[config.mk]
export PLATFORM = sky130hd
export DESIGN_NAME = csc_top
export DESIGN_NICKNAME = d
export VERILOG_FILES = /design/src/shared/csc_pkg.sv /design/src/rtl/csc_top.sv
export VERILOG_INCLUDE_DIRS = /design/src /design/src/shared
export SDC_FILE = /design/constraint.sdc
export NUM_CORES = 1
export LEC_CHECK = 0
export BUFFER_PORTS_ARGS = -buffer_cell sky130_fd_sc_hd__buf_2
export CAP_MARGIN = 20
export CORE_MARGIN = 3
export CORE_UTILIZATION = 44
export DETAILED_ROUTE_END_ITERATION = 16
export PLACE_DENSITY = 0.78
export SETUP_SLACK_MARGIN = 0.2
export SLEW_MARGIN = 20
export SYNTH_ARGS = -nofsm -noshare
export SYNTH_HDL_FRONTEND = slang
export SYNTH_SLANG_ARGS = --single-unit
[constraint.sdc]
create_clock -name clk_sys -period 1.1 [get_ports clk_sys]
set_input_delay 0.055 -clock clk_sys [delete_from_list [all_inputs] [get_ports clk_sys]]
set_output_delay 0.055 -clock clk_sys [all_outputs]
set_load 0.1 [all_outputs]
[src/shared/csc_defs.svh]
/*
 * Register offsets, field positions, reset values and codes of the
 * clock and standby control block.
 * Assumes byte addresses on an 8-bit register port.
 */
`ifndef CSC_DEFS_SVH
`define CSC_DEFS_SVH

// ****************************************
// Register offsets
// ****************************************
`define CSC_ADDR_CTL    8'h00
`define CSC_ADDR_CTL1   8'h04
`define CSC_ADDR_STAT   8'h08
`define CSC_ADDR_STBY   8'h0c
`define CSC_ADDR_ACK    8'h10
`define CSC_ADDR_GATE0  8'h14
`define CSC_GATE_STEP   8'h04

// ****************************************
// Field positions
// ****************************************
`define CSC_CTL_SEL_LO    0
`define CSC_CTL_SEL_HI    1
`define CSC_CTL_PLL_EN    2
`define CSC_CTL_HS_EN     3
`define CSC_CTL_CLKOUT    4
`define CSC_CTL1_DBL      0
`define CSC_STAT_READY    0
`define CSC_STBY_HALT     0
`define CSC_STBY_STOP     1
`define CSC_GATE_DET_REG  4
`define CSC_GATE_DET_BIT  4

// ****************************************
// Reset values and codes
// ****************************************
`define CSC_CTL_RESET   8'h00
`define CSC_GATE_RESET  8'h00
`define CSC_ACK_CODE1   8'h5a
`define CSC_ACK_CODE2   8'ha5

`endif

[src/shared/csc_pkg.sv]
/*
 * Types of the clock and standby control block.
 * Assumes csc_defs.svh for all numeric constants.
 */
package csc_pkg;

  // System clock sources; reset value is the RC clock divided by eight
  typedef enum logic [1:0] {
    CSC_SRC_RC8,
    CSC_SRC_LOW_XT,
    CSC_SRC_PLL,
    CSC_SRC_HS_XT
  } csc_src_e;

  // Arming sequence of the stop acknowledge code
  typedef enum logic [1:0] {
    CSC_ACK_IDLE,
    CSC_ACK_HALF,
    CSC_ACK_ARMED
  } csc_ack_e;

endpackage : csc_pkg

[src/rtl/csc_top.sv]
/*
 * Clock source selection, block gating and HALT/STOP standby control.
 * Assumes a CPU-side register port on clk_sys, interrupt inputs from
 * logic on clk_sys, and an oscillator ready pin from outside.
 */
`timescale 1ns/1ps
`include "csc_defs.svh"

// Summary of operation
// - After reset both oscillators run and the RC clock over eight is selected.
// - PLL clock may reach a pin; the CPU only gets it halved.
// - High-speed oscillator pins connect without any port function setting.
// - A gate bit at one holds its peripheral in reset, clock stopped.
// - Detector disable bit stops the oscillation detector only in HALT.
// - Stop acknowledge never arms while a request is pending and masked.
module csc_top #(
  parameter int NUM_IRQ = 8,               // Interrupt sources
  parameter int NUM_BLK = 5                // Gate registers
) (
  input  wire logic                 clk_sys,           // System clock
  input  wire logic                 arst_n,            // Async reset
  input  wire logic                 clk_en,            // Freezes state low
  input  wire logic [7:0]           reg_addr,          // Register address
  input  wire logic [7:0]           reg_wdata,         // Write data
  input  wire logic                 reg_wr,            // Write strobe
  input  wire logic                 reg_rd,            // Read strobe
  output logic      [7:0]           reg_rdata,         // Read data
  input  wire logic [NUM_IRQ-1:0]   irq_enable,        // Interrupt enables
  input  wire logic [NUM_IRQ-1:0]   irq_request,       // Interrupt requests
  input  wire logic                 master_irq_enable, // Master enable
  input  wire logic                 nmi_request,       // Unmaskable wake
  input  wire logic                 low_osc_ready_pin, // Low osc stable
  input  wire logic                 port2_sec_fn,      // Port 2 clock fn
  output logic                      rc_osc_en,         // RC osc running
  output logic                      low_osc_en,        // Low osc running
  output logic                      hs_osc_en,         // High osc enable
  output logic                      pll_en,            // PLL enable
  output logic      [1:0]           sys_clk_sel,       // CPU clock source
  output logic                      cpu_pll_half,      // CPU takes PLL/2
  output logic                      clk_out_en,        // Clock to pin
  output logic                      osc_pins_connect,  // Osc pins attached
  output logic                      double_low_clock_enable, // LOW_SPEED_SYSTEM_CLOCK x2
  output logic                      cpu_halt,          // In HALT
  output logic                      cpu_stop,          // In STOP
  output logic                      osc_stop_det_en,   // Detector running
  output logic [NUM_BLK*8-1:0]      per_rst_n,         // Peripheral reset
  output logic [NUM_BLK*8-1:0]      per_clk_en         // Peripheral clock
);

  // ****************************************
  // State
  // ****************************************
  logic [7:0]        ctl_reg,   ctl_next;
  logic              dbl_reg,   dbl_next;
  logic              halt_reg,  halt_next;
  logic              stop_reg,  stop_next;
  csc_pkg::csc_ack_e ack_reg,   ack_next;
  logic [7:0]        rdata_reg, rdata_next;
  logic [7:0]        gate_reg  [NUM_BLK];
  logic [7:0]        gate_next [NUM_BLK];
  logic              rdy_meta_reg, rdy_sync_reg;
  logic [NUM_BLK-1:0] gate_hit;
  logic [7:0]        gate_rd;
  logic              pend, wake, ack_block;

  // Address decode per gate register
  genvar g;
  generate
    for (g = 0; g < NUM_BLK; g++) begin : g_dec
      assign gate_hit[g] =
        (reg_addr == `CSC_ADDR_GATE0 + 8'(g * `CSC_GATE_STEP));
    end
  endgenerate

  // Any enabled request; wakes standby regardless of the master enable
  assign pend      = |(irq_enable & irq_request);
  assign wake      = pend | nmi_request;
  assign ack_block = pend & ~master_irq_enable;

  // ****************************************
  // Register file and standby next state
  // ****************************************
  always_comb begin
    ctl_next   = ctl_reg;
    dbl_next   = dbl_reg;
    halt_next  = halt_reg;
    stop_next  = stop_reg;
    ack_next   = ack_reg;
    rdata_next = 8'h00;
    gate_rd    = 8'h00;
    for (int i = 0; i < NUM_BLK; i++) begin
      gate_next[i] = gate_reg[i];
      if (gate_hit[i]) begin
        gate_rd = gate_reg[i];
      end
      if (reg_wr && gate_hit[i]) begin
        gate_next[i] = reg_wdata;
      end
    end
    if (reg_wr) begin
      case (reg_addr)
        // Source writes rely on software ordering
        `CSC_ADDR_CTL:  ctl_next = reg_wdata;
        `CSC_ADDR_CTL1: dbl_next = reg_wdata[`CSC_CTL1_DBL];
        `CSC_ADDR_STBY: begin
          if (reg_wdata[`CSC_STBY_HALT]) begin
            halt_next = 1'b1;
          end
          // Stop is taken only with the code armed
          if (reg_wdata[`CSC_STBY_STOP] &&
              ack_reg == csc_pkg::CSC_ACK_ARMED) begin
            stop_next = 1'b1;
            ack_next  = csc_pkg::CSC_ACK_IDLE;
          end
        end
        `CSC_ADDR_ACK: begin
          if (ack_reg == csc_pkg::CSC_ACK_HALF &&
              reg_wdata == `CSC_ACK_CODE2) begin
            ack_next = csc_pkg::CSC_ACK_ARMED;
          end else if (reg_wdata == `CSC_ACK_CODE1) begin
            ack_next = csc_pkg::CSC_ACK_HALF;
          end else begin
            ack_next = csc_pkg::CSC_ACK_IDLE;
          end
        end
        default: ;
      endcase
    end
    // A pending masked request drops the code, so STOP cannot hang
    if (ack_block) begin
      ack_next = csc_pkg::CSC_ACK_IDLE;
    end
    // Wake wins over entry: no standby with a request already pending
    if (wake) begin
      halt_next = 1'b0;
      stop_next = 1'b0;
    end
    if (reg_rd) begin
      case (reg_addr)
        `CSC_ADDR_CTL:  rdata_next = ctl_reg;
        `CSC_ADDR_CTL1: rdata_next = {7'h00, dbl_reg};
        `CSC_ADDR_STAT: rdata_next = {4'h0, stop_reg, halt_reg,
                                      sys_clk_sel[1], rdy_sync_reg};
        `CSC_ADDR_STBY: rdata_next = {6'h00, stop_reg, halt_reg};
        `CSC_ADDR_ACK:  rdata_next = {6'h00, ack_reg};
        default:        rdata_next = gate_rd;
      endcase
    end
  end

  // Registers; clk_en low freezes everything including the synchroniser
  always_ff @(posedge clk_sys or negedge arst_n) begin
    if (!arst_n) begin
      ctl_reg      <= `CSC_CTL_RESET;
      dbl_reg      <= 1'b0;
      halt_reg     <= 1'b0;
      stop_reg     <= 1'b0;
      ack_reg      <= csc_pkg::CSC_ACK_IDLE;
      rdata_reg    <= 8'h00;
      rdy_meta_reg <= 1'b0;
      rdy_sync_reg <= 1'b0;
      for (int i = 0; i < NUM_BLK; i++) begin
        gate_reg[i] <= `CSC_GATE_RESET;
      end
    end else if (clk_en) begin
      ctl_reg      <= ctl_next;
      dbl_reg      <= dbl_next;
      halt_reg     <= halt_next;
      stop_reg     <= stop_next;
      ack_reg      <= ack_next;
      rdata_reg    <= rdata_next;
      rdy_meta_reg <= low_osc_ready_pin;
      rdy_sync_reg <= rdy_meta_reg;
      for (int i = 0; i < NUM_BLK; i++) begin
        gate_reg[i] <= gate_next[i];
      end
    end
  end

  // ****************************************
  // Clock and standby outputs
  // ****************************************
  // Low oscillator always runs; STOP parks the RC oscillator and the fast ones
  assign rc_osc_en   = ~stop_reg;
  assign low_osc_en  = 1'b1;
  assign hs_osc_en   = ctl_reg[`CSC_CTL_HS_EN] & ~stop_reg;
  assign pll_en      = ctl_reg[`CSC_CTL_PLL_EN] & ~stop_reg;
  assign sys_clk_sel = ctl_reg[`CSC_CTL_SEL_HI:`CSC_CTL_SEL_LO];
  // PLL feeds the CPU only through a halving divider, never at full rate
  assign cpu_pll_half = (sys_clk_sel == csc_pkg::CSC_SRC_PLL);
  // Output pin only drives once port 2 gives up the pin
  assign clk_out_en  = ctl_reg[`CSC_CTL_CLKOUT] & port2_sec_fn
                       & pll_en;
  // Oscillator pins attach straight from the mode, no port setting
  assign osc_pins_connect = hs_osc_en;
  assign double_low_clock_enable = dbl_reg;
  assign cpu_halt    = halt_reg;
  assign cpu_stop    = stop_reg;
  assign osc_stop_det_en =
    ~(halt_reg & gate_reg[`CSC_GATE_DET_REG][`CSC_GATE_DET_BIT]);
  assign reg_rdata   = rdata_reg;

  // Per-peripheral reset and clock stop from the gate bits
  generate
    for (g = 0; g < NUM_BLK * 8; g++) begin : g_gate
      assign per_rst_n[g]  = ~gate_reg[g / 8][g % 8];
      assign per_clk_en[g] = ~gate_reg[g / 8][g % 8];
    end
  endgenerate
endmodule : csc_top

==> results of run 1 <==
-- cells by family after synthesis --
family	Yosys count	share of synthesized area (%)
buffers and inverters	116	17.1
muxes	22	6.63
other	1	0.103
DFF	63	43.3
and+or+nand+nor	107	15.4
AOI/OAI and AO/OA	102	17.4
-- stage by stage --
stage          util, %  TNS, ns  instance area (um2)
2_1_floorplan        -   -17.50                 4290
3_3_place_gp      85.3   -20.28                 6730
3_5_place_dp      85.3   -24.53                 6730
==> impl_metrics.toml, run 1 <==
[clock_network]
postCtsSetupRepairBufs = 60
hold_buffers = 3
cts.sinks = 63
htreeDepth = 3
cts_buffers = 9
cts_buffer_depth = 2
cts_root_buffer = "clkbuf_8"
cts_resized = 146

[yosys]
ys_ff_latch = 63
syn_inst = 411
synth.most_common_cell = "dfrtp_1"
synth_top_area_share_pct = 43.3
syn-num-nets = 452
netlist_top_cells_area = "dfrtp_1 43%, buf_4 9.1%, o21ai_0 6.2%"
ys_types = 53
async_reset_ff_share_pct = 100
netlist_area_mm2 = 0.00364
synth_ff_type = "dfrtp_1"
yosys_warnings = 0
synth_edf_count = 0
syn_avg_cell_area_um2 = 8.86
ys_seq_area_share_pct = 43.3
yosysTopAreaCell = "dfrtp_1"
netlist_top_cells_count = "63 x dfrtp_1, 52 x nand2_1, 51 x inv_1, 45 x o21ai_0, 44 x buf_4"

[floorplanning]
die_y_um = 97.0
die_w_um = 97.0
ios = 142
num_rows = 32
initial_utilization_pct = 46.1

[status]
status = "did not finish"
failed_stage = "clock tree synthesis"
tool.error = "[ERROR DPL-0038] Utilization greater than 100%, impossible to legalize"

[placement]
gp_congestion = 0.989
place_inst = 686
post-dp-hpwl_mm = 11.8
io_buffers = 140
pre_cts_ws_ns = -0.581
==> run 2, diff against run 1 <==
- CORE_UTILIZATION: 44 -> 40
- PLACE_DENSITY: 0.78 -> default
- PLACE_DENSITY_LB_ADDON: default -> 0.15
- SETUP_SLACK_MARGIN: 0.2 -> default
- clock period: 1.1 -> 1.4 ns (I/O delays scaled with it)
==> run 2 against run 1 <==
The flow now finishes, with violations (setup timing). Synthesized area is the same. Synthesized cell count is the same.
==> impl_metrics.toml, run 2 <==
[floorplanning]
die_y_um = 101
initial_utilization_pct = 41.5
die_area_mm2 = 0.0103
num_rows = 34
die_w_um = 101
ios = 142
core-area_mm2 = 0.00876

[sta]
finalCritPeriodShare_pct = 101
rsz0062_at_grt = "true"
setup_viol = 3
finalHoldViolCount = 0
period_minus_slack_ns = 1.42
tns_ns = -0.0568
max_freq_mhz = 704
fin_skew_ns = 0.0105
slew_violations = 0
timing.hold.ws_ns = 0.0531
setup_ws_ns = -0.0203

[grt]
antenna_found_initial = 0
grt_first_pass_wirelength_mm = 18.0
grt_use_total_pct = 23.2
grt_max_degree = 64
overflow = 0
grt_pass1_vias = 3336

[worst_setup_path]
crit_arrival_ns = 1.35
path_cells = "buf_6 -> nor2b_4 -> buf_12"
crit_family = "flip-flops"
crit_path_max_incr_delay_ns = 0.52
end_kind = "primary output"
slowest_stage = "dfrtp_4"
startpoint_type = "register"
r2r_start = "gate_reg[27]"
crit_required_ns = 1.33
critPathBufInv = 2
worstSetupPathType = "reg2out"
reg2regPathDepth = 5
rrSetupSlack_ns = 0.01
worstPathMaxFanout = 5
r2r_end = "reg_rdata[3]"

[clock_network]
cts.sinks = 63
cts_buffers = 9
cts_buffer_depth = 2
cts_tree = "built"
htreeDepth = 3
path_clk_slew_ns = 0.06
cts_root_buffer = "clkbuf_8"
clkLatencyLatePin_ns = 0.35

[yosys]
ys_types = 53
ys_seq_area_share_pct = 43.3
synth_edf_count = 0
syn_inst = 411
synth_ff_type = "dfrtp_1"
async_reset_ff_share_pct = 100
synth.most_common_cell = "dfrtp_1"
netlist_top_cells_count = "63 x dfrtp_1, 52 x nand2_1, 51 x inv_1, 45 x o21ai_0, 44 x buf_4"
ys_ff_latch = 63
yosysTopAreaCell = "dfrtp_1"
yosys_warnings = 0
syn_avg_cell_area_um2 = 8.86
netlist_top_cells_area = "dfrtp_1 43%, buf_4 9.1%, o21ai_0 6.2%"
netlist_area_mm2 = 0.00364
synth_top_area_share_pct = 43.3
syn-num-nets = 452

[min_path]
whs_path_depth = 4
min_from = "nmi_request"
holdPathEnd = "cpu_halt"
hp-class = "in2reg"

[finish]
final_nets = 607
largest_reg_flops = 40
drive_gt1_share_pct = 54.5
nFillCells = 778
final_cells = 679
final_cell_mix = "111 x buf_2, 75 x buf_4, 60 x dfrtp_1, 51 x nand2_1, 41 x clkinvlp_4"
final_common_cell = "buf_2"
area_growth_pct = 46.5
antennaDiodeCount = 0

[routing]
drtIter0Drc = 143
wl_met2_mm = 5.63
ant_nets = 0
drtPass1Iterations = 5
wl_met3_um = 787
num_vias = 3471
viasPerCell = 5.11
routed.top_layer = "met4"
drt-total-wl_mm = 11.8
met1Wirelength_mm = 5.16
routedWlPerCell_um = 17.4
drc = 0

[placement]
post-dp-hpwl_mm = 8.89
place_inst = 660
io_buffers = 140
gp_congestion = 0.934

[status]
violations = "setup timing"
status = "complete, but fails checks"

[run]
cap_viol_max_count = 0

[power]
total_power_uw = 5170
p_per_area_mw_per_mm2 = 969
p_leak_uw = 0.00230
peakVddDrop_mv = 0.610
-- run 2: cell counts after synthesis --
No cell type changed its count.
-- run 2: report_power, final --
part | leakage (uW) | total [uW] | internal (uW) | switching, uW
logic | 0.00154 | 1660 | 366 | 1300
clock network | 0.0000904 | 1550 | 819 | 727
registers | 0.000672 | 1960 | 1890 | 65.9
total | 0.00230 | 5170 | 3080 | 2090
-- run 2: cell type report --
| cell class | count | area (um2) | share of cell area, % |
|---|---|---|---|
| clock buffer | 12 | 135 | 2.53 |
| clock inverter | 4 | 47.5 | 0.891 |
| inverter | 51 | 342 | 6.40 |
| multi-input combinational | 232 | 1630 | 30.5 |
| sequential | 63 | 1590 | 29.7 |
| tap | 108 | 135 | 2.53 |
| timing repair buffer | 209 | 1460 | 27.4 |
-- run 2: how the worst max path moves through the flow --
stage | end | from | depth (start not counted)
5_1_grt | osc_pins_connect | cpu_stop | 3
6_report | osc_pins_connect | cpu_stop | 3
2_1_floorplan | clk_out_en | cpu_stop | 2
3_3_place_gp | ctl_reg[6] | reg_addr[0] | 6
3_5_place_dp | ctl_reg[6] | reg_addr[0] | 6
4_1_cts | per_rst_n[21] | gate_reg[21] | 3
-- run 2: metrics by stage --
| step | cell area [um2] | utilization, % | setup WS (ns) |
|---|---|---|---|
| after floorplan | 4000 | - | -0.345 |
| after global placement | 5010 | 57.2 | -0.239 |
| after detailed placement | 5010 | 57.2 | -0.257 |
| after CTS | 5280 | 60.3 | -0.0440 |
| after global routing | 5330 | 60.9 | -0.0637 |
| final | 5330 | 60.9 | -0.0203 |
-- run 2: worst reg2reg max path: stages (launching register included) --
cell and delay [ns]:
dfrtp_1 0.38, mux2_4 0.28, a22oi_2 0.24, o22ai_2 0.13, nor2_2 0.13, o32ai_2 0.09
-- run 2: timing repair --
action                     CTS  global route
gates cloned                 0             0
hold buffers                 2             0
pin swaps                    2             9
buffers inserted             3             0
resized for setup           19            19
hold endpoints to repair    64             0
setup endpoints to repair   20            16
-- run 2: per-layer routing --
layer  up-vias  track usage (%)
met2       154             37.4
li1       1671                -
met5         -                0
met1      1626             32.1
met4         0             8.59
met3        20             2.96
-- run 2: cells by family (layout without fill, tap and decap cells) --
group                  Yosys count  in the layout  synth area share, %
buffers and inverters          116            276                 17.1
AOI/OAI and AO/OA              102            102                 17.4
other                            1              1                0.103
muxes                           22             22                 6.63
DFF                             63             63                 43.3
and+or+nand+nor                107            107                 15.4
(Power assumes the default switching activity.)
==> run 3, diff against run 2 <==
- ABC_AREA: default -> 1
==> run 3 against run 2 <==
The flow now finishes without violations. Utilization down 4.7 points. Synthesized cell count up 25%. Largest cell class is now flip-flops and latches. Synthesized area up 4.2%. Sequential share of layout area up 1.7 points. Die area up 4.0%. Register-to-register slack better by 0.18 ns. Fmax up 1.9%.
==> impl_metrics.toml, run 3 <==
[grt]
grt_max_degree = 29
overflow = 0
antenna_found_initial = 0
grt_use_total_pct = 20.6
grt_pass1_vias = 3388
grt_first_pass_wirelength_mm = 16.8

[clock_network]
cts_root_buffer = "clkbuf_8"
clkLatencyLatePin_ns = 0.35
path_clk_slew_ns = 0.08
htreeDepth = 3
cts_buffers = 9
cts.sinks = 63
cts_tree = "built"
cts_buffer_depth = 2

[sta]
slew_headroom_pct = 54.7
rsz0062_at_grt = "true"
period_minus_slack_ns = 1.39
finalCritPeriodShare_pct = 99.5
finalHoldViolCount = 0
max_freq_mhz = 718
slew_violations = 0
timing.hold.ws_ns = 0.00351
tightest_slew_ns = 0.679
fin_skew_ns = 0.0110
setup_viol = 0
tns_ns = 0

[floorplanning]
initial_utilization_pct = 42.3
ios = 142
core-area_mm2 = 0.00898
num_rows = 34
die_y_um = 103
die_area_mm2 = 0.0107
die_w_um = 103

[finish]
drive_gt1_share_pct = 41.8
antennaDiodeCount = 0
area_growth_pct = 32.8
nFillCells = 849
final_nets = 672
final_cells = 762
final_cell_mix = "140 x nand2_1, 89 x buf_2, 60 x dfrtp_1, 45 x clkbuf_4, 42 x clkinvlp_4"
final_common_cell = "nand2_1"
largest_reg_flops = 40
finish.instance_area_mm2 = 0.00504

[yosys]
synth_compound_area_share_pct = 8.28
syn_inst = 512
syn-num-nets = 553
synth_edf_count = 0
netlist_top_cells_count = "141 x nand2_1, 65 x inv_1, 63 x dfrtp_1, 45 x buf_4, 44 x nor2_1"
netlist_top_cells_area = "dfrtp_1 42%, nand2_1 14%, buf_4 8.9%"
synth.most_common_cell = "nand2_1"
async_reset_ff_share_pct = 100
ys_types = 28
synth_top_family_by_area = "simple AND/OR/NAND/NOR gates"
ys_ff_latch = 63
synth_ff_type = "dfrtp_1"
syn_avg_cell_area_um2 = 7.41
synthAdderAreaFrac_pct = 0
ys_seq_area_share_pct = 41.6
synth_simple_gate_area_share_pct = 32.3
yosysTopAreaCell = "dfrtp_1"
netlist_area_mm2 = 0.00379
synthMuxAreaShare_pct = 0
synth_top_area_share_pct = 41.6
yosys_warnings = 0
synth_xor_area_share_pct = 0

[power]
p_leak_uw = 0.00237
peakVddDrop_mv = 0.521
p_per_area_mw_per_mm2 = 913
total_power_uw = 4600

[routing]
drtIter0Drc = 154
drc = 0
drtPass1Iterations = 5
drt-total-wl_mm = 10.8
ant_nets = 0
viasPerCell = 4.77
num_vias = 3633
routedWlPerCell_um = 14.1

[min_path]
hp-class = "in2reg"

[worst_setup_path]
slowest_stage = "dfrtp_4"
crit_arrival_ns = 1.32
critPathBufInv = 1
end_kind = "primary output"
startpoint_type = "register"
worstPathMaxFanout = 4
crit_family = "flip-flops"
path_cells = "nor2_4 -> and3_4 -> buf_12"
crit_path_max_incr_delay_ns = 0.52
worstSetupPathType = "reg2out"
crit_required_ns = 1.33

[placement]
io_buffers = 140
place_inst = 741
gp_congestion = 0.880
dpl_cell_area_mm2 = 0.00468
post-dp-hpwl_mm = 8.41

[run]
cap_viol_max_count = 0

[status]
status = "finished clean"
-- run 3: area by class of cell --
class | instances | area (um2) | area share (%)
Inverter | 69 | 413 | 8.19
Sequential cell | 63 | 1580 | 31.4
Multi-Input combinational cell | 326 | 1570 | 31.1
Timing Repair Buffer | 162 | 1110 | 22.0
Clock buffer | 10 | 138 | 2.73
Clock inverter | 6 | 68.8 | 1.37
Tap cell | 126 | 158 | 3.13
-- run 3: where the power goes --
group,total [uW],switching (uW),internal [uW]
clock,1670,792,880
combinational,1010,803,211
sequential,1910,49.9,1870
total,4600,1640,2960
-- run 3: per-layer routing --
| layer | wire length (um) | global-route usage (%) | up-vias |
|---|---|---|---|
| li1 | - | - | 1787 |
| met1 | 4610 | 26.8 | 1700 |
| met2 | 5360 | 34.8 | 136 |
| met3 | 683 | 4.16 | 10 |
| met4 | 114 | 6.18 | 0 |
| met5 | 0 | 0 | - |
-- run 3: cells by family (layout without fill, tap and decap cells) --
family / Yosys count / count (layout)
buffers and inverters: 123 / 247
other: 1 / 1
and+or+nand+nor: 264 / 264
AOI/OAI and AO/OA: 61 / 61
DFF: 63 / 63
-- run 3: tightest hold or removal path, delay by kind of cell --
family / cells / cell delay, ns
AND/OR/NAND/NOR: 1 / 0.12
AO/OA/AOI/OAI: 1 / 0.07
buffers and inverters: 1 / 0.07
-- run 3: timing repair --
action / 4_1_cts / 5_1_grt
buffers inserted: 2 / 1
resized for setup: 1 / 45
hold buffers: 2 / 0
hold endpoints to repair: 24 / 0
gates cloned: 0 / 0
pin swaps: 2 / 1
endpoints found under the setup margin: 2 / 47
-- run 3: worst paths after layout --
kind / start / depth (start not counted) / slack (ns) / end
setup / recovery: cpu_stop / 3 / 0.006 / clk_out_en
hold / removal: nmi_request / 3 / 0.004 / cpu_halt
setup reg to reg: cpu_stop / 7 / 0.19 / reg_rdata[3]
hold reg to reg: reg_rdata[5] / 2 / 0.47 / reg_rdata[5]
max in group asynchronous: arst_n / 3 / 0.54 / ack_reg[1]
min in group asynchronous: arst_n / 2 / 0.28 / gate_reg[22]
-- run 3: through the flow --
step | util [%] | setup slack, ns
3_5_place_dp | 52.1 | 0.0352
2_1_floorplan | - | -0.338
3_3_place_gp | 52.1 | 0.0793
5_1_grt | 56.1 | -0.0483
4_1_cts | 54.8 | -0.0228
6_report | 56.1 | 0.00635
==> run 4, diff against run 3 <==
- CELL_PAD_IN_SITES_DETAIL_PLACEMENT: default -> 0
- CELL_PAD_IN_SITES_GLOBAL_PLACEMENT: default -> 1
- CORE_UTILIZATION: 40 -> 35
==> run 4 against run 3 <==
Fmax increased by 0.41%. Flip-flop and latch count unchanged. Clock skew decreased by 0.0029 ns. First-iteration DRC count increased by 14%. Via count decreased by 3.4%. Non-clock buffer count decreased by 7. Final cell count increased by 0.13%. Sequential power about the same. Critical path type unchanged. Highest routed layer unchanged.
==> impl_metrics.toml, run 4 (same netlist as run 3, synthesis figures left out) <==
[clock_network]
cts_buffer_depth = 2
cts_buffers = 9
clkLatencyLatePin_ns = 0.33
path_clk_slew_ns = 0.08
htreeDepth = 3
cts.sinks = 63
cts_root_buffer = "clkbuf_8"
cts_tree = "built"

[floorplanning]
die_y_um = 110
die_w_um = 110
die_area_mm2 = 0.0121
num_rows = 37
initial_utilization_pct = 36.4
ios = 142
core-area_mm2 = 0.0104

[min_path]
hp-class = "in2reg"

[worst_setup_path]
reg2regPathDepth = 7
worstSetupPathType = "reg2out"
crit_end = "clk_out_en"
worstSetupStartpoint = "cpu_stop"
crit_required_ns = 1.33
startpoint_type = "register"
r2r_start = "cpu_stop"
rrSetupSlack_ns = 0.20
crit_arrival_ns = 1.32
end_kind = "primary output"
worstPathMaxFanout = 4
r2r_end = "reg_rdata[3]"

[grt]
grt_first_pass_wirelength_mm = 17.1
grt_use_total_pct = 18.6
grt_pass1_vias = 3319
grt_max_degree = 64
antenna_found_initial = 0
overflow = 0

[finish]
largest_reg_flops = 40
multiInputGateArea_mm2 = 0.00157
nFillCells = 1074
final_cell_mix = "140 x nand2_1, 133 x buf_2, 60 x dfrtp_1, 41 x clkinvlp_4, 41 x nor2_1"
antennaDiodeCount = 0
area_growth_pct = 27.5
final_common_cell = "nand2_1"
register_area_mm2 = 0.00158
final_nets = 665
drive_gt1_share_pct = 40.8

[power]
peakVddDrop_mv = 0.365
p_per_area_mw_per_mm2 = 901
total_power_uw = 4360
p_leak_uw = 0.00223

[routing]
viasPerCell = 4.60
ant_nets = 0
drtPass1Iterations = 4
num_vias = 3508
routedWlPerCell_um = 14.0
drc = 0
drt-total-wl_mm = 10.7
drtIter0Drc = 175

[sta]
slew_violations = 0
rsz0062_at_grt = "true"
period_minus_slack_ns = 1.39
setup_viol = 0
finalCritPeriodShare_pct = 99.1
fin_skew_ns = 0.00810
setup_ws_ns = 0.0120
max_freq_mhz = 720
finalHoldViolCount = 0

[placement]
io_buffers = 140
pre_cts_ws_ns = -0.0246
gp_congestion = 0.824
post-dp-hpwl_mm = 8.39

[status]
status = "finished clean"

[run]
cap_viol_max_count = 0
==> run 4: worst min path at each step <==
stage                   endpoint  slack [ns]  depth (start not counted)         from
finish                  cpu_halt        0.01                          3  nmi_request
global route            cpu_halt        0.05                          3  nmi_request
CTS                     cpu_halt       0.009                          3  nmi_request
detailed placement  gate_reg[30]        0.12                          2       arst_n
global placement    gate_reg[38]        0.12                          2       arst_n
floorplan             ack_reg[0]       -0.23                          0       arst_n
==> run 4: worst max-delay path: stages (launching register included) <==
cell,delay [ns]
dfrtp_4,0.52
nor2_4,0.10
and3_4,0.19
buf_12,0.17
==> run 4: per-stage QoR <==
stage               util [%]  setup TNS [ns]  instances  area, um2  hold slack (ns)
floorplan                  -           -1.07        512       3980           -0.226
global placement        44.3               0        744       4610            0.117
detailed placement      44.3         -0.0306        744       4610            0.116
CTS                     46.3         -0.0338        762       4820          0.00865
global route            46.4         -0.0895        763       4840           0.0483
finish                  46.4               0        763       4840           0.0115
==> run 4: power breakdown <==
part / switching [uW] / total, uW / internal (uW)
Combinational: 795 / 976 / 182
Sequential: 50.5 / 1920 / 1870
Clock: 696 / 1460 / 768
Total: 1540 / 4360 / 2820
==> run 4: final cells by class <==
class	instances	area share, %
clock buffers	13	3.49
clock inverters	1	0.103
inverters	69	8.54
multi-input cells	326	32.4
flip-flops and latches	63	32.7
well taps	136	3.52
repair buffers	155	19.2
==> run 4: per-layer routing <==
| layer | routed length (um) | up-vias | share of wire [%] | GRT usage, % |
|---|---|---|---|---|
| met5 | 0 | - | 0 | 0 |
| met4 | 172 | 0 | 1.6 | 6.07 |
| met3 | 539 | 14 | 5.0 | 2.45 |
| met2 | 5220 | 101 | 49 | 31.4 |
| met1 | 4770 | 1618 | 45 | 24.6 |
| li1 | - | 1775 | - | - |
==> run 4: timing repair <==
action                                  4_1_cts  5_1_grt
setup buffers                                 2        1
endpoints found under the setup margin        1        6
resized for setup                             0        3
hold endpoints to repair                     64        0
cloned                                        0        0
pin swaps                                     2        1
hold buffers                                  2        0
